## config.mk

```make
export PLATFORM = sky130hd
export DESIGN_NAME = lcg3_top
export DESIGN_NICKNAME = d
export VERILOG_FILES = /design/src/core/lcg3_pkg.sv /design/src/core/lcg3_top.sv /design/src/core/lcg3_term_sel.sv
export VERILOG_INCLUDE_DIRS = /design/src /design/src/core
export SDC_FILE = /design/constraint.sdc
export NUM_CORES = 1
export LEC_CHECK = 0
export BUFFER_PORTS_ARGS = -buffer_cell sky130_fd_sc_hd__buf_2
export CAP_MARGIN = 20
export CORE_MARGIN = 2
export CORE_UTILIZATION = 30
export DETAILED_ROUTE_END_ITERATION = 16
export PLACE_DENSITY = 0.72
export SLEW_MARGIN = 20
export SYNTH_ARGS = -nofsm -noshare
export SYNTH_HDL_FRONTEND = slang
export SYNTH_HIERARCHICAL = 1
export SYNTH_SLANG_ARGS = --single-unit
```

## constraint.sdc

```tcl
create_clock -name clk -period 1.2 [get_ports clk]
set_clock_uncertainty 0.2 [all_clocks]
set_input_delay 0.12 -clock clk [delete_from_list [all_inputs] [get_ports clk]]
set_output_delay 0.12 -clock clk [all_outputs]
set_load 0.005 [all_outputs]
```

## src/core/lcg3_regs.svh

```systemverilog
/*
 * Register offsets, field positions and reset values of the gate 3
 * term select and cell output mirror block.
 * Assumes inclusion by bare name from the core design files.
 */
`ifndef LCG3_REGS_SVH
`define LCG3_REGS_SVH

// ----------------------------------------------------------------------
// Byte offsets on the register bus
// ----------------------------------------------------------------------
`define LCG3_GATE3_OFS 12'h000
`define LCG3_MIRROR_OFS 12'h004

// ----------------------------------------------------------------------
// Gate 3 term select fields
// ----------------------------------------------------------------------
`define LCG3_IN4_TRUE_BIT 7
`define LCG3_IN4_INV_BIT 6
`define LCG3_IN3_TRUE_BIT 5
`define LCG3_IN3_INV_BIT 4
`define LCG3_IN2_TRUE_BIT 3
`define LCG3_IN2_INV_BIT 2
`define LCG3_IN1_TRUE_BIT 1
`define LCG3_IN1_INV_BIT 0

// ----------------------------------------------------------------------
// Reset values
// ----------------------------------------------------------------------
`define LCG3_GATE3_POR_VAL 8'h00
`define LCG3_MIRROR_RST_VAL 4'h0

`endif

```

## src/core/lcg3_pkg.sv

```systemverilog
/*
 * Types shared by the gate 3 term select and mirror block.
 * Assumes nothing of its surroundings.
 */
package lcg3_pkg;

  typedef logic [11:0] lcg3_addr_t;
  typedef logic [31:0] lcg3_data_t;

  typedef enum logic [1:0] {
    LCG3_REG_GATE3 = 2'b00,
    LCG3_REG_MIRROR = 2'b01,
    LCG3_REG_NONE = 2'b10
  } lcg3_reg_e;

endpackage : lcg3_pkg

```

## src/core/lcg3_top.sv

```systemverilog
/*
 * Gate 3 term select register, gate 3 OR combiner and the shared
 * cell output mirror register, reached over an APB slave port.
 * Assumes an APB master on clk, cell data inputs and cell outputs
 * synchronous to clk, and por_bor_nrst low only at power-on or
 * brown-out, with nrst held low alongside it.
 */
// Behaviour
// - Bit 7 gates input d true, bit 6 gates it inverted into gate 3
// - Bit 5 gates input c true, bit 4 gates it inverted into gate 3
// - Bit 3 gates input b true, bit 2 gates it inverted into gate 3
// - Bit 1 gates input a true, bit 0 gates it inverted into gate 3
// - Eight select bits read/write, cleared at power-on, kept over other resets
// - Mirror bits 3..0 copy cell 4..1 outputs, read only, reset to zero
// - Mirror bits 7..4 read zero and ignore writes
`timescale 1ns/1ps
`include "lcg3_regs.svh"
module lcg3_top (
  input wire logic clk,
  input wire logic nrst,
  input wire logic por_bor_nrst,
  input wire logic psel,
  input wire logic penable,
  input wire logic pwrite,
  input wire lcg3_pkg::lcg3_addr_t paddr,
  input wire lcg3_pkg::lcg3_data_t pwdata,
  input wire logic [3:0] pstrb,
  output lcg3_pkg::lcg3_data_t prdata,
  output logic pready,
  output logic pslverr,
  input wire logic cell_data_in_a,
  input wire logic cell_data_in_b,
  input wire logic cell_data_in_c,
  input wire logic cell_data_in_d,
  input wire logic cell1_out,
  input wire logic cell2_out,
  input wire logic cell3_out,
  input wire logic cell4_out,
  output logic gate3_out,
  output logic [7:0] cell_gate3_terms,
  output logic mirror_cell1_out,
  output logic mirror_cell2_out,
  output logic mirror_cell3_out,
  output logic mirror_cell4_out
);
  import lcg3_pkg::*;

  localparam int NUM_IN = 4;

  // --------------------------------------------------------------------
  // Bus decode
  // --------------------------------------------------------------------
  lcg3_reg_e sel_reg;
  logic setup_ph;
  logic access_wr;
  logic [7:0] gate3_terms_r;
  logic [3:0] mirror_r;
  logic gate3_r;
  lcg3_data_t prdata_r;
  logic [NUM_IN-1:0] data_vec;
  logic [NUM_IN-1:0] term_vec;

  always_comb begin
    case (paddr)
      `LCG3_GATE3_OFS: sel_reg = LCG3_REG_GATE3;
      `LCG3_MIRROR_OFS: sel_reg = LCG3_REG_MIRROR;
      default: sel_reg = LCG3_REG_NONE;
    endcase
  end

  assign setup_ph = psel & ~penable;
  // Zero wait states: every access completes in its first access cycle
  assign pready = 1'b1;
  assign access_wr = psel & penable & pwrite & pready;
  // Unmapped offsets answer with an error; a write to the mirror does not
  assign pslverr = psel & penable & (sel_reg == LCG3_REG_NONE);

  // --------------------------------------------------------------------
  // Gate 3 term select register
  // --------------------------------------------------------------------
  // Only power-on or brown-out loads it; nrst alone leaves it alone
  always_ff @(posedge clk) begin
    if (!por_bor_nrst) begin
      gate3_terms_r <= `LCG3_GATE3_POR_VAL;
    end else if (access_wr && sel_reg == LCG3_REG_GATE3 && pstrb[0]) begin
      gate3_terms_r <= pwdata[7:0];
    end
  end

  assign cell_gate3_terms = gate3_terms_r;

  // --------------------------------------------------------------------
  // Mirror register
  // --------------------------------------------------------------------
  always_ff @(posedge clk) begin
    if (!nrst || !por_bor_nrst) begin
      mirror_r <= `LCG3_MIRROR_RST_VAL;
    end else begin
      mirror_r <= {cell4_out, cell3_out, cell2_out, cell1_out};
    end
  end

  assign mirror_cell1_out = mirror_r[0];
  assign mirror_cell2_out = mirror_r[1];
  assign mirror_cell3_out = mirror_r[2];
  assign mirror_cell4_out = mirror_r[3];

  // --------------------------------------------------------------------
  // Read data
  // --------------------------------------------------------------------
  // Captured in the setup cycle so prdata is a flop in the access cycle
  always_ff @(posedge clk) begin
    if (!nrst) begin
      prdata_r <= 32'h0000_0000;
    end else if (setup_ph) begin
      case (sel_reg)
        LCG3_REG_GATE3: prdata_r <= {24'h00_0000, gate3_terms_r};
        LCG3_REG_MIRROR: prdata_r <= {28'h000_0000, mirror_r};
        default: prdata_r <= 32'h0000_0000;
      endcase
    end
  end

  assign prdata = prdata_r;

  // --------------------------------------------------------------------
  // Gate 3 terms and combiner
  // --------------------------------------------------------------------
  assign data_vec = {cell_data_in_d, cell_data_in_c, cell_data_in_b,
                     cell_data_in_a};

  // Select bit pairs sit at 2i+1 (true) and 2i (inverted) for input i
  genvar gi;
  generate
    for (gi = 0; gi < NUM_IN; gi++) begin : g_term
      lcg3_term_sel u_term (
        .data_in(data_vec[gi]),
        .true_sel(gate3_terms_r[2*gi+1]),
        .inv_sel(gate3_terms_r[2*gi]),
        .term(term_vec[gi])
      );
    end
  endgenerate

  always_ff @(posedge clk) begin
    if (!nrst) begin
      gate3_r <= 1'b0;
    end else begin
      gate3_r <= |term_vec;
    end
  end

  assign gate3_out = gate3_r;
endmodule : lcg3_top

```

## src/core/lcg3_term_sel.sv

```systemverilog
/*
 * One data input of a gate: its true and inverted terms, each enabled
 * by its own select bit, merged into one term.
 * Assumes the select bits are stable register outputs.
 */
`timescale 1ns/1ps
module lcg3_term_sel (
  input wire logic data_in,
  input wire logic true_sel,
  input wire logic inv_sel,
  output logic term
);

  // Both selects set gives a constant high term, as an OR of x and ~x
  assign term = (true_sel & data_in) | (inv_sel & ~data_in);

endmodule : lcg3_term_sel

```

==> results.py, run 1 <==
metrics = {
    "status": {
        "status": "finished, violations left",
        "violations": "setup timing",
    },
    "synth": {
        "syn_area_mm2": 0.00117,
        "synth-warning-count": 6,
        "ys.flop_type": "dfxtp_1",
        "yosys-top-cells-count": "buf_4 (25), dfxtp_1 (21), nand2_1 (17)",
        "yosysSeqAreaShare_pct": 36.0,
        "synth_cells": 128,
        "async_flop_share_pct": 0,
        "postSynthAreaPerCell_um2": 9.13,
        "synth_area_leader_cell": "dfxtp_1",
        "yosys_register_bits": 21,
        "synth_most_common_cell": "buf_4",
        "synth_edf_count": 0,
        "ys_top_cells_by_area": "dfxtp_1 (36%), buf_4 (16%), mux2i_1 (6.9%), nand2_1 (5.5%), mux2_4 (5.1%)",
        "yosysTopAreaCellShare_pct": 36.0,
        "netlist-cell-type-count": 25,
    },
    "finish": {
        "syn_to_final_growth_pct": 52.1,
        "final_core_util_pct": 47.8,
        "seq_area_um2": 425,
        "diodes": 0,
        "drive_gt1_share_pct": 47.1,
        "n_fill_cell": 366,
        "nets": 269,
        "multi_input_area_um2": 692,
        "stdcell_area_mm2": 0.00178,
        "layout.cells.non_filler": 254,
    },
    "sta": {
        "max_freq_mhz": 776,
        "rsz0062_at_grt": "yes",
        "fin_setup_tns_ps": -102,
        "finalCritPeriodShare_pct": 107,
        "slew_viol_final": 0,
        "worst_slack_ps": -89.5,
        "setup_viol": 2,
        "hold_viol": 0,
        "min_period_ps": 1290,
    },
    "power": {
        "power_density_mw_per_mm2": 793,
        "p_leak_uw": 0.000827,
        "peakVddDrop_uv": 747,
        "finalPower_uw": 1410,
    },
    "grt": {
        "grt_remaining_overflow": 0,
        "grt_util_met3_pct": 3.58,
        "busiest_layer": "met2",
        "first_global_vias": 1023,
        "grt.met1_usage_pct": 14.7,
        "gr-usage-all-layers_pct": 13.3,
        "grt_max_degree": 21,
        "grt_pass1_wl_mm": 4.49,
        "antenna_found_initial": 0,
        "gr-usage-met2_pct": 25.1,
    },
    "placement": {
        "place_area_mm2": 0.00150,
        "io_buffers": 56,
        "hpwl_mm": 2.26,
        "globalplace.congestion": 0.720,
        "placed_cells": 238,
    },
    "clock_network": {
        "cts_buffer_depth": 2,
        "cts_tree": "built",
        "numCtsBuffers": 3,
        "root_buffer": "clkbuf_8",
        "path_clk_slew_ps": 70,
        "htree_levels": 1,
        "clk_latency_ps": 260,
        "postCtsSetupBuffers": 0,
        "cts_sinks": 21,
    },
    "setup_path": {
        "rr_startpoint": "cell_gate3_terms[4]$_SDFFE_PN0P_",
        "worst-setup-path-type": "flip-flop to flip-flop",
        "crit_arrival_ps": 1230,
        "critPathMaxFanout": 2,
        "cp_data_required_time_ps": 1140,
        "cp-end-kind": "flip-flop",
        "start_kind": "flip-flop",
        "critPathLaunch": "cell_gate3_terms[4]$_SDFFE_PN0P_",
    },
    "floorplan": {
        "fp.dieW_um": 66.4,
        "core-area_mm2": 0.00372,
        "dieArea_mm2": 0.00441,
        "num_rows": 22,
        "start_util_pct": 31.4,
        "io_pins": 109,
        "die_h_um": 66.4,
    },
    "drt": {
        "drt_pass1_iterations": 4,
        "ant_nets": 0,
        "wl_mm": 3.00,
        "drc": 0,
        "vias": 1100,
        "vias_per_cell": 4.33,
        "routedWlPerCell_um": 11.8,
        "drtIter0Drc": 12,
    },
    "hold_path": {
        "worstHoldStart": "cell_data_in_b",
        "hold_class": "primary input to flip-flop",
    },
    "run": {
        "cap_viol_max_count": 0,
    },
}
==> path summary, 6_finish.rpt <==
check	endpoint	slack, ps	cells after the start
setup / recovery	gate3_out$_SDFF_PN0_	-90	2
hold / removal	gate3_out$_SDFF_PN0_	30	3
setup reg to reg	gate3_out$_SDFF_PN0_	-90	2
hold reg to reg	prdata[7]$_SDFFE_PN0P_	260	2
==> cell type report <==
class / instances / share of cell area (%)
multi-input combinational: 98 / 38.9
tap: 48 / 3.38
timing repair buffer: 83 / 31.2
sequential: 21 / 23.9
clock buffer: 4 / 2.53
==> power by group <==
part / total, uW / internal, uW / switching (uW)
Sequential: 714 / 708 / 6.21
Clock: 456 / 236 / 219
Combinational: 241 / 121 / 119
==> cells by family after synthesis <==
| kind of cell | synth area share, % |
|---|---|
| AOI/OAI and AO/OA | 6.85 |
| and+or+nand+nor | 25.4 |
| buffers and inverters | 19.2 |
| muxes | 12.0 |
| DFF | 36.0 |
| other | 0.643 |
==> routing by layer <==
metal / share of wire (%) / wire length, um / vias to the layer above
met5: 0 / 0 / -
met4: 0 / 0 / 0
met3: 8.2 / 246 / 0
met2: 53 / 1580 / 55
met1: 39 / 1170 / 490
li1: - / - / 555
==> through the flow <==
step                      setup slack, ps  hold WS (ps)
after floorplan                     -87.7          54.6
after global placement               -207           162
after detailed placement             -240           164
after CTS                           -94.8          21.6
after global routing                 -119          46.8
final                               -89.5          30.1
==> critical path, cell delays in order, from the launching register on <==
cell and delay [ps]:
dfxtp_1 310, mux2_4 260, o41a_1 410
==> cells in the final DEF, fill, tap and decap left out, drive strengths merged, types with 2 or more instances in the layout <==
cell         synthesis  routed
nor4                 3       3
dfxtp               21      21
o21ai                4       4
conb                 2      25
mux2i                8       8
mux2                 4       4
clkbuf               4       4
nand2               17      17
buf                 28      71
nand3                8       8
dlygate4sd3          0      12
nor2                 4       4
nor4b                4       4
a211oi               4       4
and4                 2       2
a31oi                2       2
and3                 4       4
nor2b                5       5
==> repair_timing <==
item                                    CTS  global route
endpoints found under the setup margin    2             8
resized for setup                         3            24
endpoints found under the hold margin    12             0
pin swaps                                 4             5
hold buffers                             12             0
==> sequential cells by signal (all words and copies together), names as in the netlist <==
name	count
prdata	8
cell_gate3_terms	8
gate3_out	1
mirror_r	4
(Power assumes the default switching activity.)
==> run 2: changes to the inputs <==
ABC_AREA = 1   (was not set)
PLACE_DENSITY = 0.71   (was 0.72)
==> results.py, run 2 <==
metrics = {
    "status": {
        "status": "finished clean",
    },
    "drt": {
        "wl_mm": 2.75,
        "wirelength_met1_mm": 1.15,
        "route.met2.wl_mm": 1.43,
        "drc": 0,
        "routed-wl-met3_um": 154,
        "vias_per_cell": 3.93,
        "routedWlPerCell_um": 8.85,
        "ant_nets": 0,
        "drt_pass1_iterations": 4,
        "vias": 1221,
        "drtIter0Drc": 32,
        "highest_layer": "met4",
    },
    "clock_network": {
        "cts_sinks": 21,
        "clk_latency_ps": 260,
        "path_clk_slew_ps": 80,
        "cts_tree": "built",
        "root_buffer": "clkbuf_8",
        "cts_buffer_depth": 2,
        "htree_levels": 1,
        "postCtsSetupBuffers": 0,
        "numCtsBuffers": 3,
    },
    "synth": {
        "yosysSeqAreaShare_pct": 34.7,
        "postSynthAreaPerCell_um2": 6.63,
        "syn_area_mm2": 0.00121,
        "ys_top_cells_by_area": "dfxtp_1 (35%), buf_4 (17%), nand2_1 (11%), nor2_1 (11%), inv_1 (7.7%)",
        "async_flop_share_pct": 0,
        "synth_most_common_cell": "nand2_1",
        "yosysTopAreaCellShare_pct": 34.7,
        "synth_edf_count": 0,
        "synth-warning-count": 6,
        "yosys_register_bits": 21,
        "ys.flop_type": "dfxtp_1",
        "synth_cells": 183,
        "synth_area_leader_cell": "dfxtp_1",
        "yosys-top-cells-count": "nand2_1 (37), nor2_1 (36), buf_4 (27)",
        "netlist-cell-type-count": 18,
    },
    "grt": {
        "gr-usage-all-layers_pct": 13.2,
        "first_global_vias": 1135,
        "grt_max_degree": 17,
        "antenna_found_initial": 0,
        "grt_pass1_wl_mm": 4.67,
        "grt_remaining_overflow": 0,
    },
    "floorplan": {
        "die_h_um": 67.6,
        "core-area_mm2": 0.00394,
        "start_util_pct": 30.8,
        "io_pins": 109,
        "dieArea_mm2": 0.00457,
        "fp.dieW_um": 67.6,
        "num_rows": 23,
    },
    "setup_path": {
        "crit_arrival_ps": 830,
        "start_kind": "flip-flop",
        "critPathLaunch": "cell_gate3_terms[3]$_SDFFE_PN0P_",
        "rr_endpoint": "gate3_out$_SDFF_PN0_",
        "critPathMaxFanout": 3,
        "rrSetupSlack_ps": 130,
        "worstRegToRegCells": 4,
        "cp_data_required_time_ps": 880,
        "cp-end-kind": "output port",
        "worst-setup-path-type": "flip-flop to output port",
        "rr_startpoint": "cell_gate3_terms[2]$_SDFFE_PN0P_",
    },
    "finish": {
        "drive_gt1_share_pct": 30.3,
        "nets": 324,
        "stdcell_area_mm2": 0.00169,
        "layout_commonest_cell": "buf_2",
        "syn_to_final_growth_pct": 39.4,
        "final_cell_mix": "buf_2 (56), nand2_1 (37), nor2_1 (36)",
        "diodes": 0,
    },
    "placement": {
        "hpwl_mm": 2.20,
        "io_buffers": 56,
        "place_area_mm2": 0.00150,
        "globalplace.congestion": 0.749,
    },
    "power": {
        "peakVddDrop_uv": 406,
        "p_leak_uw": 0.000988,
        "power_density_mw_per_mm2": 828,
    },
    "hold_path": {
        "worstHoldStart": "cell_data_in_b",
        "hold_class": "primary input to flip-flop",
        "min_to": "gate3_out$_SDFF_PN0_",
        "hold_depth": 5,
    },
    "sta": {
        "hold_slack_ps": 19.2,
        "min_period_ps": 1150,
        "hold_viol": 0,
        "fin_setup_tns_ps": 0,
        "rsz0062_at_grt": "no",
        "finalCritPeriodShare_pct": 96.1,
        "setup_viol": 0,
        "slew_viol_final": 0,
        "max_freq_mhz": 867,
    },
    "run": {
        "cap_viol_max_count": 0,
    },
}
==> run 2: cell count changes in the layout (fill, tap and decap cells not counted), sizes merged, moves of 4 or more <==
cell and delta:
nor2 +34, inv +26, nand2 +22, nand3 +10
mux2i -8, a21oi +5, buf -5, nor2b -5
a211oi -4, and3 -4, mux2 -4, nor4b -4
==> run 2: critical path, cell delays in order (launching register included) <==
cell and delay [ps]:
dfxtp_1 320, buf_4 140, buf_2 120
==> run 2: cell type report <==
cell class,instances,area (um^2)
Fill cell,410,2250
Multi-Input combinational cell,130,568
Timing Repair Buffer,80,495
Sequential cell,21,420
Inverter,26,97.6
Tap cell,50,62.6
Clock buffer,3,41.3
Clock inverter,1,5.00
==> run 2: timing repair <==
item                       CTS  global route
gates resized for setup      0             2
hold buffers                14             0
hold endpoints to repair    16             0
setup endpoints to repair    0             5
==> run 2: metrics by stage <==
stage	setup WS, ps	total power [uW]	std cells	utilization (%)
floorplan	27.0	887	206	-
global placement	-78.0	922	293	38.0
detailed placement	-89.5	924	293	38.0
CTS	41.9	1420	311	42.7
global route	2.61	1480	311	42.9
finish	47.0	1400	311	42.9
==> run 2: routing by layer <==
metal	GRT usage (%)	vias up
met5	0	-
met3	3.17	2
met1	14.8	528
met4	3.57	0
met2	24.5	37
li1	-	654
==> run 2: power by group <==
group	internal, uW	total [uW]	switching [uW]
clock	231	457	226
combinational	112	217	105
sequential	717	725	8.60
total	1060	1400	340
==> run 2: how the worst max path moves through the flow <==
stage          slack, ps  cells past startpoint                               end
6_report              50                      2               cell_gate3_terms[3]
5_1_grt                3                      2               cell_gate3_terms[5]
4_1_cts               40                      2               cell_gate3_terms[0]
3_5_place_dp         -90                      8  cell_gate3_terms[3]$_SDFFE_PN0P_
3_3_place_gp         -80                      7  cell_gate3_terms[5]$_SDFFE_PN0P_
2_1_floorplan         30                      7  cell_gate3_terms[0]$_SDFFE_PN0P_
==> run 2: logic make-up after synthesis <==
family | share of synthesized area [%]
buffers and inverters | 26.1
flip-flops | 34.7
AO/OA/AOI/OAI | 3.71
AND/OR/NAND/NOR | 34.9
other | 0.619
==> run 3: changes to the inputs <==
TNS_END_PERCENT = 20   (was not set)
clock period = 0.93 ns   (was 1.2 ns; I/O delays follow)
==> results.py, run 3 (synthesis results as in run 2) <==
metrics = {
    "setup_path": {
        "rr_startpoint": "cell_gate3_terms[4]$_SDFFE_PN0P_",
        "slowest_delay_ps": 330,
        "worst-setup-path-type": "flip-flop to output port",
        "crit_arrival_ps": 820,
        "crit_buf_inv": 2,
        "start_kind": "flip-flop",
        "path_cells": "buf_6, buf_6",
        "path_common_cell": "buf_6",
        "critical-path-top-delay-family": "flip-flops",
        "cp_slowest_cell": "dfxtp_2",
        "critPathLaunch": "cell_gate3_terms[0]$_SDFFE_PN0P_",
        "critPathMaxFanout": 3,
        "cp-end-kind": "output port",
        "cp_data_required_time_ps": 640,
    },
    "grt": {
        "gr-usage-all-layers_pct": 14.9,
        "grt_max_degree": 17,
        "grt_remaining_overflow": 0,
        "busiest_layer": "met2",
        "antenna_found_initial": 0,
        "grt.met1_usage_pct": 17.6,
        "grt_pass1_wl_mm": 5.25,
        "gr-usage-met2_pct": 26.6,
        "first_global_vias": 1199,
        "grt_util_met3_pct": 3.00,
    },
    "drt": {
        "wl_mm": 3.18,
        "drtIter0Drc": 21,
        "ant_nets": 0,
        "drt_pass1_iterations": 4,
        "routedWlPerCell_um": 10.1,
        "vias": 1272,
        "vias_per_cell": 4.03,
        "drc": 0,
    },
    "clock_network": {
        "root_buffer": "clkbuf_8",
        "htree_levels": 1,
        "path_clk_slew_ps": 80,
        "numCtsBuffers": 3,
        "clk_latency_ps": 260,
        "cts_buffer_depth": 2,
        "postCtsHoldBufs": 10,
        "cts_tree": "built",
        "cts_sinks": 21,
    },
    "power": {
        "p_leak_uw": 0.00106,
        "p_seq_share_pct": 50.4,
        "power_density_mw_per_mm2": 924,
        "p_sw_uw": 477,
        "peakVddDrop_uv": 428,
        "p_sw_share_pct": 25.3,
        "clkPwrFrac_pct": 31.9,
        "internal_power_uw": 1400,
        "p_comb_share_pct": 17.8,
        "finalPower_uw": 1880,
    },
    "placement": {
        "hpwl_mm": 2.26,
        "place_area_mm2": 0.00155,
        "place_ws_ps": -326,
        "io_buffers": 56,
        "globalplace.congestion": 0.760,
    },
    "sta": {
        "slew_viol_final": 0,
        "finalCritPeriodShare_pct": 119,
        "fin_setup_tns_ps": -3480,
        "worst_slack_ps": -180,
        "min_period_ps": 1110,
        "hold_slack_ps": -139,
        "hold_viol": 17,
        "rsz0062_at_grt": "yes",
        "setup_viol": 39,
        "max_freq_mhz": 901,
    },
    "floorplan": {
        "die_h_um": 67.6,
        "io_pins": 109,
        "num_rows": 23,
        "core-area_mm2": 0.00394,
        "fp.dieW_um": 67.6,
        "start_util_pct": 30.8,
        "dieArea_mm2": 0.00457,
    },
    "finish": {
        "nets": 329,
        "syn_to_final_growth_pct": 67.8,
        "stdcell_area_mm2": 0.00203,
        "drive_gt1_share_pct": 48.1,
        "diodes": 0,
        "final_core_util_pct": 51.6,
        "n_fill_cell": 393,
        "final_cell_mix": "buf_2 (35), buf_6 (35), nand2_1 (32)",
    },
    "hold_path": {
        "worstHoldStart": "pwdata[6]",
        "hold_class": "primary input to flip-flop",
    },
    "run": {
        "cap_viol_max_count": 0,
    },
    "status": {
        "violations": "hold timing, setup timing",
        "status": "finished, violations left",
    },
}
-- run 3: layout make-up --
cell class	instances	area (um^2)	area share [%]
Timing Repair Buffer	84	707	34.7
Tap cell	50	62.6	3.08
Inverter	26	120	5.90
Multi-Input combinational cell	131	653	32.1
Sequential cell	21	445	21.9
Clock buffer	3	41.3	2.03
Clock inverter	1	5.00	0.246
-- run 3: power groups by stage --
stage	Sequential (uW)	Clock [uW]	Combinational, uW
final	947	599	335
after floorplan	961	0	195
after detailed placement	959	0	253
after CTS	944	623	298
after global routing	951	661	383
after global placement	958	0	252
-- run 3: metal layers --
layer | part of all wire [%] | vias up | wire (um)
met5 | 0 | - | 0
li1 | - | 674 | -
met2 | 54 | 41 | 1720
met4 | 1.3 | 0 | 40
met1 | 39 | 552 | 1230
met3 | 6.0 | 5 | 190
-- run 3: path summary, 6_finish.rpt --
check                                                        end  cells past startpoint  slack (ps)
worst min-delay path            cell_gate3_terms[6]$_SDFFE_PN0P_                      3        -140
worst max-delay path                         cell_gate3_terms[0]                      2        -180
worst max register to register              gate3_out$_SDFF_PN0_                      4        -180
worst min register to register            prdata[6]$_SDFFE_PN0P_                      2         330
-- run 3: timing repair --
item / in CTS / in global routing
cloned: 0 / 1
gates resized for setup: 47 / 30
pin swaps: 1 / 12
setup buffers: 7 / 0
endpoints found under the setup margin: 37 / 39
endpoints found under the hold margin: 17 / 12
-- run 3: through the flow --
| step | hold WS (ps) | std cells |
|---|---|---|
| 3_3_place_gp | 106 | 294 |
| 4_1_cts | -145 | 315 |
| 5_1_grt | -132 | 316 |
| 2_1_floorplan | 5.22 | 206 |
| 6_report | -139 | 316 |
| 3_5_place_dp | 107 | 294 |
-- run 3: worst register-to-register path: stages, from the launching register on --
cell,delay (ps)
dfxtp_2,330
nand2_1,60
nand2_1,60
nor4_2,290
nor2_1,60
